### src/core/wlp_pkg.sv
// Constants and types for the wake-up line pending logic
// Summary of operation
// - Polarity 0 falling, 1 rising edge sets pending
// - Trigger edge sets pending; high byte 15:8
// - Pending stays set until software clears it
// - Software writing 1 sets pending like hardware
// - Edge during polarity write to its byte sets no pending
// - Both selects set: interrupt and wake-up event
// - Source select only: interrupt, no wake-up event
// - Stop enable only: wake-up event, no interrupt
// - Both selects clear: legacy pin only, no wake
// - Masked line never raises interrupt or wake-up
// - Reset clears mask, polarity and pending registers
// - Six registers at indices FA to FF
// - Shared channel requests on rising combined source
// - Source select swaps legacy pin for wake lines
// - Wake event while stopped clears stop request
`default_nettype none

package wlp_pkg;

    localparam int NUM_LINES = 16;
    localparam int REG_W     = 8;
    localparam int DATA_W    = 32;
    localparam int ADDR_W    = 12;
    localparam int IDX_W     = 10;
    localparam int ARM_W     = 3;

    // Register indices; byte address is four times the index
    localparam logic [IDX_W-1:0] IDX_IRQ_STATUS = 10'h0F0;
    localparam logic [IDX_W-1:0] IDX_IRQ_ENABLE = 10'h0F1;
    localparam logic [IDX_W-1:0] IDX_IRQ_CLEAR  = 10'h0F2;
    localparam logic [IDX_W-1:0] IDX_CTRL       = 10'h0F9;
    localparam logic [IDX_W-1:0] IDX_MASK_HI    = 10'h0FA;
    localparam logic [IDX_W-1:0] IDX_MASK_LO    = 10'h0FB;
    localparam logic [IDX_W-1:0] IDX_POL_HI     = 10'h0FC;
    localparam logic [IDX_W-1:0] IDX_POL_LO     = 10'h0FD;
    localparam logic [IDX_W-1:0] IDX_PEND_HI    = 10'h0FE;
    localparam logic [IDX_W-1:0] IDX_PEND_LO    = 10'h0FF;

    localparam logic [REG_W-1:0]     REG_RESET  = 8'h00;
    localparam logic [NUM_LINES-1:0] LINE_RESET = 16'h0000;
    localparam logic [1:0]           RESP_OKAY   = 2'h0;
    localparam logic [1:0]           RESP_SLVERR = 2'h2;

    // Control register: bit 2 stop, bit 1 source select, bit 0 stop enable
    typedef struct packed {
        logic stop_request;
        logic shared_ext_irq_channel_source_select;
        logic wake_stop_enable;
    } wlp_ctrl_type;
    localparam int CTRL_W = 3;

    // Interrupt status layout: bit 1 wake rise, bit 0 channel edge
    typedef struct packed {
        logic wake_rise;
        logic chan_edge;
    } wlp_evt_type;
    localparam int EVT_W = 2;

endpackage : wlp_pkg

`default_nettype wire

### src/core/wlp_wakeup_pending.sv
// Wake-up line edge detection, pending, masking and register slave
//
// Local design decision: the AXI4-Lite slave port.
`default_nettype none

module wlp_wakeup_pending
    import wlp_pkg::*;
(
    input  wire logic                 aclk,
    input  wire logic                 aresetn,
    input  wire logic [ADDR_W-1:0]    awaddr,
    input  wire logic                 awvalid,
    output logic                      awready,
    input  wire logic [DATA_W-1:0]    wdata,
    input  wire logic [DATA_W/8-1:0]  wstrb,
    input  wire logic                 wvalid,
    output logic                      wready,
    output logic [1:0]                bresp,
    output logic                      bvalid,
    input  wire logic                 bready,
    input  wire logic [ADDR_W-1:0]    araddr,
    input  wire logic                 arvalid,
    output logic                      arready,
    output logic [DATA_W-1:0]         rdata,
    output logic [1:0]                rresp,
    output logic                      rvalid,
    input  wire logic                 rready,
    input  wire logic [NUM_LINES-1:0] wake_line_in,
    input  wire logic                 legacy_ext_irq_pin,
    output logic                      shared_ext_irq_channel,
    output logic                      shared_ext_irq_channel_edge_request,
    output logic                      wake_event,
    output logic                      stop_request,
    output logic                      irq
);

    ////////////////////////////////////////////////////////////////////////////
    // Declarations

    logic [NUM_LINES-1:0] line_meta_reg, line_sync_reg, line_prev_reg;
    logic                 leg_meta_reg, leg_sync_reg;
    logic [ARM_W-1:0]     arm_reg;
    logic [NUM_LINES-1:0] mask_reg, pol_reg, pend_reg;
    logic [NUM_LINES-1:0] mask_next, pol_next, pend_next, pend_sw;
    wlp_ctrl_type         ctrl_reg, ctrl_sw, ctrl_next;
    wlp_evt_type          status_reg, status_next, evt_set, evt_clr;
    logic [EVT_W-1:0]     irq_en_reg;
    logic                 chan_reg, chan_edge_reg, chan_next, wake_prev_reg;
    logic [ADDR_W-1:0]    aw_addr_reg;
    logic [REG_W-1:0]     w_data_reg;
    logic                 w_lane_reg, aw_full_reg, w_full_reg;
    logic                 bvalid_reg, rvalid_reg;
    logic [1:0]           bresp_reg, rresp_reg;
    logic [DATA_W-1:0]    rdata_reg;

    ////////////////////////////////////////////////////////////////////////////
    // Pin synchronisers; only the second stage is looked at

    always_ff @(posedge aclk) begin
        if (!aresetn) begin
            line_meta_reg <= LINE_RESET;
            line_sync_reg <= LINE_RESET;
            line_prev_reg <= LINE_RESET;
            leg_meta_reg  <= 1'b0;
            leg_sync_reg  <= 1'b0;
            arm_reg       <= '0;
        end else begin
            line_meta_reg <= wake_line_in;
            line_sync_reg <= line_meta_reg;
            line_prev_reg <= line_sync_reg;
            leg_meta_reg  <= legacy_ext_irq_pin;
            leg_sync_reg  <= leg_meta_reg;
            arm_reg       <= {arm_reg[ARM_W-2:0], 1'b1};
        end
    end

    ////////////////////////////////////////////////////////////////////////////
    // Write channel decode

    wire              wr_fire = aw_full_reg & w_full_reg & ~bvalid_reg;
    wire [IDX_W-1:0]  wr_idx  = aw_addr_reg[ADDR_W-1:2];
    wire              wr_ok   = wr_fire & w_lane_reg;
    wire              wr_mask_hi = wr_ok & (wr_idx == IDX_MASK_HI);
    wire              wr_mask_lo = wr_ok & (wr_idx == IDX_MASK_LO);
    wire              wr_pol_hi  = wr_ok & (wr_idx == IDX_POL_HI);
    wire              wr_pol_lo  = wr_ok & (wr_idx == IDX_POL_LO);
    wire              wr_pend_hi = wr_ok & (wr_idx == IDX_PEND_HI);
    wire              wr_pend_lo = wr_ok & (wr_idx == IDX_PEND_LO);
    wire              wr_ctrl    = wr_ok & (wr_idx == IDX_CTRL);
    wire              wr_irq_en  = wr_ok & (wr_idx == IDX_IRQ_ENABLE);
    wire              wr_irq_clr = wr_ok & (wr_idx == IDX_IRQ_CLEAR);
    wire              wr_mapped  = (wr_idx == IDX_MASK_HI) | (wr_idx == IDX_MASK_LO)
                                 | (wr_idx == IDX_POL_HI)  | (wr_idx == IDX_POL_LO)
                                 | (wr_idx == IDX_PEND_HI) | (wr_idx == IDX_PEND_LO)
                                 | (wr_idx == IDX_CTRL)    | (wr_idx == IDX_IRQ_STATUS)
                                 | (wr_idx == IDX_IRQ_ENABLE) | (wr_idx == IDX_IRQ_CLEAR);

    ////////////////////////////////////////////////////////////////////////////
    // Edge detection; armed only once the sync chain holds real samples

    wire                 edge_armed = arm_reg[ARM_W-1];
    wire [NUM_LINES-1:0] rise_vec   = line_sync_reg & ~line_prev_reg;
    wire [NUM_LINES-1:0] fall_vec   = ~line_sync_reg & line_prev_reg;
    wire [NUM_LINES-1:0] trig_vec   = (rise_vec & pol_reg) | (fall_vec & ~pol_reg);
    // Polarity changing under an edge would make the edge ambiguous
    wire [NUM_LINES-1:0] pol_block  = {{REG_W{wr_pol_hi}}, {REG_W{wr_pol_lo}}};
    wire [NUM_LINES-1:0] hw_set_vec = trig_vec & ~pol_block & {NUM_LINES{edge_armed}};

    ////////////////////////////////////////////////////////////////////////////
    // Register next values; high byte holds lines 15:8

    assign mask_next = {wr_mask_hi ? w_data_reg : mask_reg[NUM_LINES-1:REG_W],
                        wr_mask_lo ? w_data_reg : mask_reg[REG_W-1:0]};
    assign pol_next  = {wr_pol_hi ? w_data_reg : pol_reg[NUM_LINES-1:REG_W],
                        wr_pol_lo ? w_data_reg : pol_reg[REG_W-1:0]};
    // Software value stored as written: ones set, zeros clear
    assign pend_sw   = {wr_pend_hi ? w_data_reg : pend_reg[NUM_LINES-1:REG_W],
                        wr_pend_lo ? w_data_reg : pend_reg[REG_W-1:0]};
    // Hardware set wins, so an edge during a clear is kept
    assign pend_next = pend_sw | hw_set_vec;

    ////////////////////////////////////////////////////////////////////////////
    // Routing to the shared channel and the wake-up event

    wire [NUM_LINES-1:0] src_vec = mask_reg & pend_reg;
    wire                 any_src = |src_vec;
    // Served line dropping out dips the channel one cycle, so a line
    // still pending gives a fresh rising edge instead of a stuck level
    wire                 src_clr = |(src_vec & ~pend_next);
    // Source select picks wake lines or the legacy pin
    assign chan_next  = ctrl_reg.shared_ext_irq_channel_source_select ? (any_src & ~src_clr)
                                                     : leg_sync_reg;
    // Pure gates from flops, so it stands even with the clock stopped
    assign wake_event = ctrl_reg.wake_stop_enable & any_src;

    // Stop bit: hardware clear on wake beats any software write
    assign ctrl_sw   = wr_ctrl ? wlp_ctrl_type'(w_data_reg[CTRL_W-1:0]) : ctrl_reg;
    assign ctrl_next = '{stop_request:        ctrl_sw.stop_request & ~wake_event,
                         shared_ext_irq_channel_source_select: ctrl_sw.shared_ext_irq_channel_source_select,
                         wake_stop_enable:    ctrl_sw.wake_stop_enable};

    ////////////////////////////////////////////////////////////////////////////
    // Interrupt status; set wins over clear

    assign evt_set     = '{wake_rise: wake_event & ~wake_prev_reg, chan_edge: chan_edge_reg};
    assign evt_clr     = wr_irq_clr ? wlp_evt_type'(w_data_reg[EVT_W-1:0]) : '0;
    assign status_next = (status_reg & ~evt_clr) | evt_set;

    ////////////////////////////////////////////////////////////////////////////
    // Block state registers

    always_ff @(posedge aclk) begin
        if (!aresetn) begin
            mask_reg      <= LINE_RESET;
            pol_reg       <= LINE_RESET;
            pend_reg      <= LINE_RESET;
            ctrl_reg      <= '0;
            status_reg    <= '0;
            irq_en_reg    <= '0;
            chan_reg      <= 1'b0;
            chan_edge_reg <= 1'b0;
            wake_prev_reg <= 1'b0;
        end else begin
            mask_reg      <= mask_next;
            pol_reg       <= pol_next;
            pend_reg      <= pend_next;
            ctrl_reg      <= ctrl_next;
            status_reg    <= status_next;
            irq_en_reg    <= wr_irq_en ? w_data_reg[EVT_W-1:0] : irq_en_reg;
            chan_reg      <= chan_next;
            chan_edge_reg <= chan_next & ~chan_reg;
            wake_prev_reg <= wake_event;
        end
    end

    ////////////////////////////////////////////////////////////////////////////
    // Write address and data holding; taken in either order

    always_ff @(posedge aclk) begin
        if (!aresetn) begin
            aw_full_reg <= 1'b0;
            w_full_reg  <= 1'b0;
            aw_addr_reg <= '0;
            w_data_reg  <= REG_RESET;
            w_lane_reg  <= 1'b0;
            bvalid_reg  <= 1'b0;
            bresp_reg   <= RESP_OKAY;
        end else begin
            if (awvalid && awready) begin
                aw_full_reg <= 1'b1;
                aw_addr_reg <= awaddr;
            end else if (wr_fire) begin
                aw_full_reg <= 1'b0;
            end
            if (wvalid && wready) begin
                w_full_reg <= 1'b1;
                w_data_reg <= wdata[REG_W-1:0];
                w_lane_reg <= wstrb[0];
            end else if (wr_fire) begin
                w_full_reg <= 1'b0;
            end
            if (wr_fire) begin
                bvalid_reg <= 1'b1;
                bresp_reg  <= wr_mapped ? RESP_OKAY : RESP_SLVERR;
            end else if (bready) begin
                bvalid_reg <= 1'b0;
            end
        end
    end

    ////////////////////////////////////////////////////////////////////////////
    // Read decode; clear register and upper bits read as zero

    wire [IDX_W-1:0] rd_idx = araddr[ADDR_W-1:2];
    wire             rd_mapped = wr_idx_match_rd(rd_idx);
    wire [REG_W-1:0] rd_byte =
        (rd_idx == IDX_MASK_HI)    ? mask_reg[NUM_LINES-1:REG_W] :
        (rd_idx == IDX_MASK_LO)    ? mask_reg[REG_W-1:0] :
        (rd_idx == IDX_POL_HI)     ? pol_reg[NUM_LINES-1:REG_W] :
        (rd_idx == IDX_POL_LO)     ? pol_reg[REG_W-1:0] :
        (rd_idx == IDX_PEND_HI)    ? pend_reg[NUM_LINES-1:REG_W] :
        (rd_idx == IDX_PEND_LO)    ? pend_reg[REG_W-1:0] :
        (rd_idx == IDX_CTRL)       ? {{(REG_W-CTRL_W){1'b0}}, ctrl_reg} :
        (rd_idx == IDX_IRQ_STATUS) ? {{(REG_W-EVT_W){1'b0}}, status_reg} :
        (rd_idx == IDX_IRQ_ENABLE) ? {{(REG_W-EVT_W){1'b0}}, irq_en_reg} : REG_RESET;

    function automatic logic wr_idx_match_rd(input logic [IDX_W-1:0] idx);
        wr_idx_match_rd = (idx == IDX_MASK_HI) | (idx == IDX_MASK_LO)
                        | (idx == IDX_POL_HI)  | (idx == IDX_POL_LO)
                        | (idx == IDX_PEND_HI) | (idx == IDX_PEND_LO)
                        | (idx == IDX_CTRL)    | (idx == IDX_IRQ_STATUS)
                        | (idx == IDX_IRQ_ENABLE) | (idx == IDX_IRQ_CLEAR);
    endfunction : wr_idx_match_rd

    // One read outstanding; a held rvalid stalls the next address
    always_ff @(posedge aclk) begin
        if (!aresetn) begin
            rvalid_reg <= 1'b0;
            rdata_reg  <= '0;
            rresp_reg  <= RESP_OKAY;
        end else if (arvalid && arready) begin
            rvalid_reg <= 1'b1;
            rdata_reg  <= {{(DATA_W-REG_W){1'b0}}, rd_byte};
            rresp_reg  <= rd_mapped ? RESP_OKAY : RESP_SLVERR;
        end else if (rready) begin
            rvalid_reg <= 1'b0;
        end
    end

    ////////////////////////////////////////////////////////////////////////////
    // Outputs

    assign awready = ~aw_full_reg;
    assign wready  = ~w_full_reg;
    assign bvalid  = bvalid_reg;
    assign bresp   = bresp_reg;
    assign arready = ~rvalid_reg;
    assign rvalid  = rvalid_reg;
    assign rdata   = rdata_reg;
    assign rresp   = rresp_reg;
    assign shared_ext_irq_channel = chan_reg;
    assign shared_ext_irq_channel_edge_request     = chan_edge_reg;
    assign stop_request           = ctrl_reg.stop_request;
    assign irq                    = |(status_reg & irq_en_reg);

    ////////////////////////////////////////////////////////////////////////////
    // Assertions

    // Lines whose new synced level matches polarity after a change
    wire [NUM_LINES-1:0] exp_trig = (line_sync_reg ^ line_prev_reg)
                                  & ~(line_sync_reg ^ pol_reg)
                                  & {NUM_LINES{edge_armed}};
    wire no_pend_wr  = !wr_pend_hi && !wr_pend_lo;
    wire no_pol_wr   = !wr_pol_hi && !wr_pol_lo;
endmodule : wlp_wakeup_pending

`default_nettype wire

### config.mk
export PLATFORM = sky130hd
export DESIGN_NAME = wlp_wakeup_pending
export DESIGN_NICKNAME = d
export VERILOG_FILES = /design/src/core/wlp_pkg.sv /design/src/core/wlp_wakeup_pending.sv
export SDC_FILE = /design/constraint.sdc
export NUM_CORES = 1
export LEC_CHECK = 0
export ABC_AREA = 1
export CAP_MARGIN = 20
export CORE_MARGIN = 2
export CORE_UTILIZATION = 40
export DETAILED_ROUTE_END_ITERATION = 6
export DONT_BUFFER_PORTS = 1
export GPL_TIMING_DRIVEN = 0
export SLEW_MARGIN = 20
export SYNTH_ARGS = -nofsm -noshare
export SYNTH_HDL_FRONTEND = slang
export SYNTH_SLANG_ARGS = --single-unit
### constraint.sdc
create_clock -name aclk -period 5.1 [get_ports aclk]
set_input_delay 0.765 -clock aclk [delete_from_list [all_inputs] [get_ports aclk]]
set_output_delay 0.765 -clock aclk [all_outputs]
set_load 0.02 [all_outputs]
Word level (Yosys, flattened, before mapping). Index checks and enable logic that the tools add are counted.

Flip-flop bits (word level): 148. Bits of input ports: 84. Output and inout bits: 46. Logic and storage cells: 147.

Equal/unequal tests: 20. Mux-type cells: 24. Bitwise logic cells: 62. Reduce and logical (&&, ||, !) cells: 10.

Operators by type and width (number): equality test 10 x 8 -> 1 bit, second input constant (20); bitwise AND 16 bit (8); inverter 16 bit (5); two-way mux 8 bit (8); bitwise OR 16 bit (2); OR reduction 16 bit (2); bitwise OR 1 bit (18); bitwise AND 1 bit (17); two-way mux 2 bit (5); two-way mux 1 bit (9); inverter 1 bit (8); nonzero test 2 bit (4); two-way mux 3 bit (2); bitwise AND 2 bit (2); logical AND 1 bit (3); inverter 2 bit (1); bitwise OR 2 bit (1); OR reduction 2 bit (1).

Longest topological paths before layout. Gate-level depths: netlist (run 1).

Word-level depth: 15. Mapped depth: 14. Gate-level depth less buffers: 14.

Worst setup path after synthesis (run 1). OpenSTA, ideal clock, no wires.

Kind: input to register. Start point: in araddr[11]. End point: reg rdata_reg[1] (netlist: rdata[1]). Setup time: 132 ps. Data arrival time: 1967 ps. Data required time: 4968 ps. Setup slack: 3000 ps. Stages: 10. Path buffers: 0. Cells stage by stage: nor2_1 nand2_1 nor3_2 inv_1 nor2_2 inv_1 o21ai_1 inv_1 nand2_1 a21oi_1.

Longest elaborated chain between the ends: 10. Elaborated cells between the ends (all ways): 18. Classes of those cells: eq/ne (9); mux (9).

Ends and longest elaborated chain: from (decl) (RTL line wlp_wakeup_pending.sv:21) `input wire logic [ADDR_W-1:0] araddr,`; equality test 10 x 8 -> 1 bit (RTL line wlp_wakeup_pending.sv:225) `(rd_idx == IDX_IRQ_ENABLE) ? {{(REG_W-EVT_W){1'b0}}, irq_en_reg} : REG_RESET;`; two-way mux 2 bit (RTL line wlp_wakeup_pending.sv:225); two-way mux 2 bit (RTL line wlp_wakeup_pending.sv:224) `(rd_idx == IDX_IRQ_STATUS) ? {{(REG_W-EVT_W){1'b0}}, status_reg} :`; two-way mux 3 bit (RTL line wlp_wakeup_pending.sv:223) `(rd_idx == IDX_CTRL) ? {{(REG_W-CTRL_W){1'b0}}, ctrl_reg} :`; two-way mux 8 bit (RTL line wlp_wakeup_pending.sv:222) `(rd_idx == IDX_PEND_LO) ? pend_reg[REG_W-1:0] :`; two-way mux 8 bit (RTL line wlp_wakeup_pending.sv:221) `(rd_idx == IDX_PEND_HI) ? pend_reg[NUM_LINES-1:REG_W] :`; two-way mux 8 bit (RTL line wlp_wakeup_pending.sv:220) `(rd_idx == IDX_POL_LO) ? pol_reg[REG_W-1:0] :`; two-way mux 8 bit (RTL line wlp_wakeup_pending.sv:219) `(rd_idx == IDX_POL_HI) ? pol_reg[NUM_LINES-1:REG_W] :`; two-way mux 8 bit (RTL line wlp_wakeup_pending.sv:218) `(rd_idx == IDX_MASK_LO) ? mask_reg[REG_W-1:0] :`; two-way mux 8 bit * (RTL line wlp_wakeup_pending.sv:217) `(rd_idx == IDX_MASK_HI) ? mask_reg[NUM_LINES-1:REG_W] :`; to (signal assigned) (RTL line wlp_wakeup_pending.sv:243) `rdata_reg <= {{(DATA_W-REG_W){1'b0}}, rd_byte};`; to (decl) (RTL line wlp_wakeup_pending.sv:54) `logic [DATA_W-1:0] rdata_reg;`.

Every way passes the cells marked *; elsewhere a longest branch is shown, timed or not. A chain may end at the register's enable or synchronous reset.

Final worst setup path (run 1).
Start point: reg mask_reg[5]. End point: out wake_event.

Longest elaborated chain between the ends: 3.

Ends and longest elaborated chain: from (decl) (RTL line wlp_wakeup_pending.sv:43) `logic [NUM_LINES-1:0] mask_reg, pol_reg, pend_reg;`; from (signal assigned) (RTL line wlp_wakeup_pending.sv:164) `mask_reg <= mask_next;`; bitwise AND 16 bit (RTL line wlp_wakeup_pending.sv:125) `wire [NUM_LINES-1:0] src_vec = mask_reg & pend_reg;`; OR reduction 16 bit (RTL line wlp_wakeup_pending.sv:126) `wire any_src = |src_vec;`; bitwise AND 1 bit (RTL line wlp_wakeup_pending.sv:134) `assign wake_event = ctrl_reg.wake_stop_enable & any_src;`; to (decl) (RTL line wlp_wakeup_pending.sv:32) `output logic wake_event,`.

No other way between the ends.

==> results_dict.tcl, run 1 <==
set metrics [dict create \
    outcome "finished clean" \
    slew_violations 0 \
    antenna_found_initial 1 \
    synth_area_leaders "dfxtp_1, nand2_1, inv_1" \
    drv_cap 0 \
    fmax_mhz 387 \
    synth-seq-cells 144 \
    arrival_ns 1.82 \
    critPathSlowestCell "nor4_1" \
    core_area_um2 15800 \
    stdcell_area_um2 7370 \
    yosysTopAreaCell "dfxtp_1" \
    drive_gt1_share_pct 8.70 \
    regToRegEndpoint "shared_ext_irq_channel_edge_request" \
    fp-row-count 46 \
    die_area_um2 17100 \
    dp_hpwl_um 13200 \
    synth_edf_count 0 \
    cts_tree "built" \
    place.gp.congestion 0.923 \
    cts_max_level 4 \
    r2r_cells 13 \
    ff2ff_setup_slack_ns 2.97 \
    cts_buffer_depth 2 \
    drt_wl_total_um 17000 \
    grt_overflow_total 0 \
    wl_per_cell_um 14.4 \
    netlist_area_um2 6410 \
    cp_max_fo 3 \
    setup_tns_ns 0 \
    via_count 5647 \
    slew_headroom_pct 41.4 \
    most-common-layout-cells "nand2_1, inv_1, dfxtp_1, o21ai_0, a21oi_1" \
    setup_violations 0 \
    drc_errors 0 \
    endpoint_kind "primary output" \
    cp-start-kind "register" \
    period_share_pct 50.7 \
    start_util_pct 40.7 \
    nNetsFinal 1036 \
    fin_skew_ns 0.00726 \
    synth_async_sr_flop_share_pct 0 \
    grt_max_degree 17 \
    synth.distinct_cells 39 \
    drtAntennaViolNets 0 \
    root_buffer "clkbuf_16" \
    portBuffers 0 \
    whs_ns 0.357 \
    routed_via_density 4.78 \
    rsz0062_at_grt "no" \
    utilization_pct 46.8 \
    power_density_nw_per_um2 353 \
    ys_seq_area_share_pct 44.9 \
    critPathBufInv 0 \
    grt_pass1_wl_um 26800 \
    first_global_vias 5080 \
    fp.dieH_um 131 \
    synthFlopType "dfxtp_1" \
    required_ns 4.34 \
    worstSkewPairLatency_ns 0.43 \
    crit_family "simple AND/OR/NAND/NOR gates" \
    diodes 0 \
    grt_util_all_layers_pct 21.0 \
    holdPathStages 0 \
    ios 130 \
    period_needed_ns 2.58 \
    whs_endpoint "arm_reg[0]" \
    synth_top_area_share_pct 44.9 \
    regToRegStartpoint "bvalid" \
    hp-start "aresetn" \
    layout_commonest_cell "nand2_1" \
    cts_made_buffers 17 \
    syn_avg_cell_area_um2 7.06 \
    clk_pin_slew_ns 0.06 \
    ys.warnings.count 0 \
    hold_class "in -> reg" \
    dieWidth_um 131 \
    cts.sinks 144 \
    p_leak_nw 3.50 \
    drtIter0Drc 364 \
    area_growth_pct 14.9 \
    tightest_slew_ns 0.880 \
    cts_hold_buf 0 \
    placed_cell_area_um2 6780 \
    ir_drop_mv 0.246 \
    cp_cell_sequence "nand2_1 > nand4_1 > nor4_1 > nor2_1" \
    syn_inst 908 \
    cts_setup_buffers 0 \
    critical_path_class "reg -> out" \
    max_stage_delay_ns 0.55 \
    finalHoldViolations 0 \
    first_pass_iters 5 \
    post_cts_resized 0 \
]
==> per-stage QoR <==
step	cells	total power, mW	setup WS (ns)
after floorplan	933	1.33	3.00
after global placement	1149	1.37	2.55
after detailed placement	1149	1.37	2.52
after CTS	1181	2.62	2.45
after global routing	1181	2.70	2.34
final	1181	2.61	2.52
==> synth_stat cells (all sizes together) (2+ instances only) <==
cell	n
a211oi	3
o211ai	4
buf	33
inv	150
nand2	198
dfxtp	144
o221ai	3
nor3	14
clkbuf	18
o21ai	93
nor2	86
nand3	45
nand4	16
a21oi	77
a221oi	2
o21bai	4
nand3b	6
o22ai	2
==> routing by layer <==
| metal | vias to the layer above | part of all wire [%] | track usage (%) |
|---|---|---|---|
| li1 | 2947 | - | - |
| met4 | 2 | 2.8 | 9.01 |
| met3 | 37 | 7.8 | 6.15 |
| met5 | - | 0.047 | 0 |
| met2 | 190 | 43 | 32.3 |
| met1 | 2471 | 46 | 27.6 |
==> worst register-to-register path: stages, from the launching register on <==
cell      delay, ns
dfxtp_1        0.37
inv_1          0.18
nand3_2        0.14
nor2_4         0.20
nand4_1        0.25
nand2_1        0.14
nand2_1        0.07
nand3_1        0.07
nand2_1        0.07
nor2_1         0.10
nand3_1        0.13
o21bai_1       0.18
nand2_1        0.10
nor2_2         0.08
==> cells by family (layout without fill, tap and decap cells) <==
group                  count (synthesis)  count (layout)  synth area share [%]
and+or+nand+nor                      366             366                  25.2
other                                  1              26                0.0585
AOI/OAI and AO/OA                    195             195                  16.3
DFF                                  144             144                  44.9
buffers and inverters                202             234                  13.5
==> worst max path at each step <==
stage                            from                end  slack [ns]  cells past startpoint
final                     mask_reg[5]         wake_event        2.52                      4
after global routing      mask_reg[5]         wake_event        2.34                      4
after CTS                 mask_reg[5]         wake_event        2.45                      4
after detailed placement      aresetn       leg_sync_reg        2.52                      5
after global placement        aresetn  line_meta_reg[13]        2.55                      5
after floorplan            araddr[11]           rdata[1]        3.00                     10
==> layout make-up <==
cell class | count | area (um2)
Tap cell | 216 | 270
Inverter | 151 | 567
Fill cell | 1651 | 8400
Multi-Input combinational cell | 587 | 2760
Sequential cell | 144 | 2880
Buffer | 51 | 299
Clock inverter | 13 | 151
Clock buffer | 19 | 443
==> report_power, final <==
group | leakage, nW | switching [mW] | internal [mW] | total, mW
Combinational | 2.04 | 0.111 | 0.0439 | 0.155
Clock | 0.283 | 0.519 | 0.742 | 1.26
Sequential | 1.18 | 0.0282 | 1.16 | 1.19
Note: power is estimated with default switching activity, not from simulation.
==> run 2: changes to the inputs <==
==> constraint.sdc (replaced) <==
create_clock -name aclk -period 2.7 [get_ports aclk]
set_input_delay 0.405 -clock aclk [delete_from_list [all_inputs] [get_ports aclk]]
set_output_delay 0.405 -clock aclk [all_outputs]
set_load 0.02 [all_outputs]
==> run 2 against run 1 <==
  * Combinational power rose by 90%
  * Global-route usage barely moved
  * Via count barely moved
  * Sequential power rose by 89%
  * Count of clock-buffer cells in the layout did not move
==> results_dict.tcl, run 2 (same netlist as run 1, synthesis figures left out) <==
set metrics [dict create \
    portBuffers 0 \
    hold_class "in -> reg" \
    fmax_mhz 450 \
    setup_ws_ns 0.475 \
    power_density_nw_per_um2 666 \
    power.share.combinational_pct 6.0 \
    pwr-share-clk_pct 48.3 \
    ios 130 \
    n_fill_cell 1652 \
    dieWidth_um 131 \
    cts_buffer_depth 2 \
    ir_drop_mv 0.464 \
    wl_per_cell_um 14.4 \
    cp-start-kind "register" \
    p_int_mw 3.68 \
    slew_violations 0 \
    cts.sinks 144 \
    slew_headroom_pct 40.5 \
    multi_input_area_um2 2760 \
    nNetsFinal 1037 \
    area_growth_pct 15.1 \
    first_pass_iters 5 \
    arrival_ns 1.82 \
    swShare_pct 25.2 \
    drv_cap 0 \
    rsz0062_at_grt "no" \
    cts_max_level 4 \
    clk_pin_slew_ns 0.06 \
    post_cts_resized 0 \
    outcome "finished clean" \
    fp.dieH_um 131 \
    period_needed_ns 2.22 \
    drtAntennaViolNets 0 \
    max_stage_delay_ns 0.55 \
    critPathSlowestCell "nor4_1" \
    routed_via_density 4.77 \
    via_count 5644 \
    tightest_slew_ns 0.892 \
    fp-row-count 46 \
    power_frac_seq_pct 45.7 \
    dp_hpwl_um 13200 \
    root_buffer "clkbuf_16" \
    first_global_vias 5073 \
    p_sw_mw 1.24 \
    cp_max_fo 3 \
    core_area_um2 15800 \
    start_util_pct 40.7 \
    grt_pass1_wl_um 26700 \
    cp_cell_sequence "nand2_1 > nand4_1 > nor4_1 > nor2_1" \
    place.gp.congestion 0.923 \
    setup_violations 0 \
    p_leak_nw 3.50 \
    drtIter0Drc 326 \
    drc_errors 0 \
    most-common-layout-cells "nand2_1, inv_1, dfxtp_1, o21ai_0, a21oi_1" \
    cts_made_buffers 17 \
    fin_skew_ns 0.00511 \
    grt_util_all_layers_pct 21.0 \
    grt_overflow_total 0 \
    required_ns 2.30 \
    setup_tns_ns 0 \
    period_share_pct 82.4 \
    layout_commonest_cell "nand2_1" \
    cts_tree "built" \
    drt_wl_total_um 17100 \
    utilization_pct 46.8 \
    diodes 0 \
    antenna_found_initial 1 \
    finalHoldViolations 0 \
    critical_path_class "reg -> out" \
    drive_gt1_share_pct 8.70 \
    regArea_um2 2880 \
    endpoint_kind "primary output" \
    worstSkewPairLatency_ns 0.43 \
    die_area_um2 17100 \
    grt_max_degree 17 \
    post-place-ws_ns 0.477 \
]
[run 2: power by group through the flow]
| stage | registers (mW) | clock network [mW] | logic, mW |
|---|---|---|---|
| floorplan | 2.28 | 0 | 0.226 |
| global placement | 2.29 | 0 | 0.288 |
| detailed placement | 2.29 | 0 | 0.291 |
| CTS | 2.25 | 2.41 | 0.293 |
| global route | 2.26 | 2.51 | 0.331 |
| finish | 2.25 | 2.38 | 0.294 |
[run 2: final timing paths]
kind	from	end	slack, ns	cells past startpoint
worst min register to register	line_meta_reg[2]	line_sync_reg[2]	0.41	2
worst max register to register	bvalid	shared_ext_irq_channel_edge_request	0.58	13
worst max-delay path	mask_reg[5]	wake_event	0.48	4
worst min-delay path	wake_line_in[5]	line_meta_reg[5]	0.07	2
[run 2: timing repair]
| action | CTS | global route |
|---|---|---|
| hold buffers | 1 | 0 |
| setup endpoints to repair | 0 | 0 |
| hold endpoints to repair | 1 | 0 |
| setup buffers | 0 | 0 |
[run 2: worst max-delay path: cells and delay by family, from the launching register on]
family | cells | cell delay [ns]
simple gates | 4 | 1.05
flops | 1 | 0.35
[run 2: area by class of cell]
cell class / count / area share (%)
multi-input cells: 587 / 37.4
plain buffers: 51 / 4.05
inverters: 151 / 7.68
well taps: 216 / 3.66
flip-flops and latches: 144 / 39.0
clock buffers: 19 / 6.00
repair buffers: 1 / 0.136
clock inverters: 13 / 2.05
[run 2: routing by layer]
| layer | part of all wire (%) | up-vias | global-route usage (%) | wire length [um] |
|---|---|---|---|---|
| li1 | - | 2948 | - | - |
| met1 | 46 | 2463 | 27.6 | 7900 |
| met2 | 43 | 199 | 32.3 | 7380 |
| met3 | 7.8 | 32 | 6.15 | 1340 |
| met4 | 2.7 | 2 | 9.01 | 454 |
| met5 | 0.041 | - | 0 | 7 |
[run 2: through the flow]
step / cells / area, um2 / hold WS (ns) / power, mW
2_1_floorplan: 933 / 6510 / 0.390 / 2.51
3_3_place_gp: 1149 / 6780 / 0.393 / 2.58
3_5_place_dp: 1149 / 6780 / 0.395 / 2.59
4_1_cts: 1182 / 7380 / 0.0579 / 4.95
5_1_grt: 1182 / 7380 / 0.0604 / 5.09
6_report: 1182 / 7380 / 0.0700 / 4.92
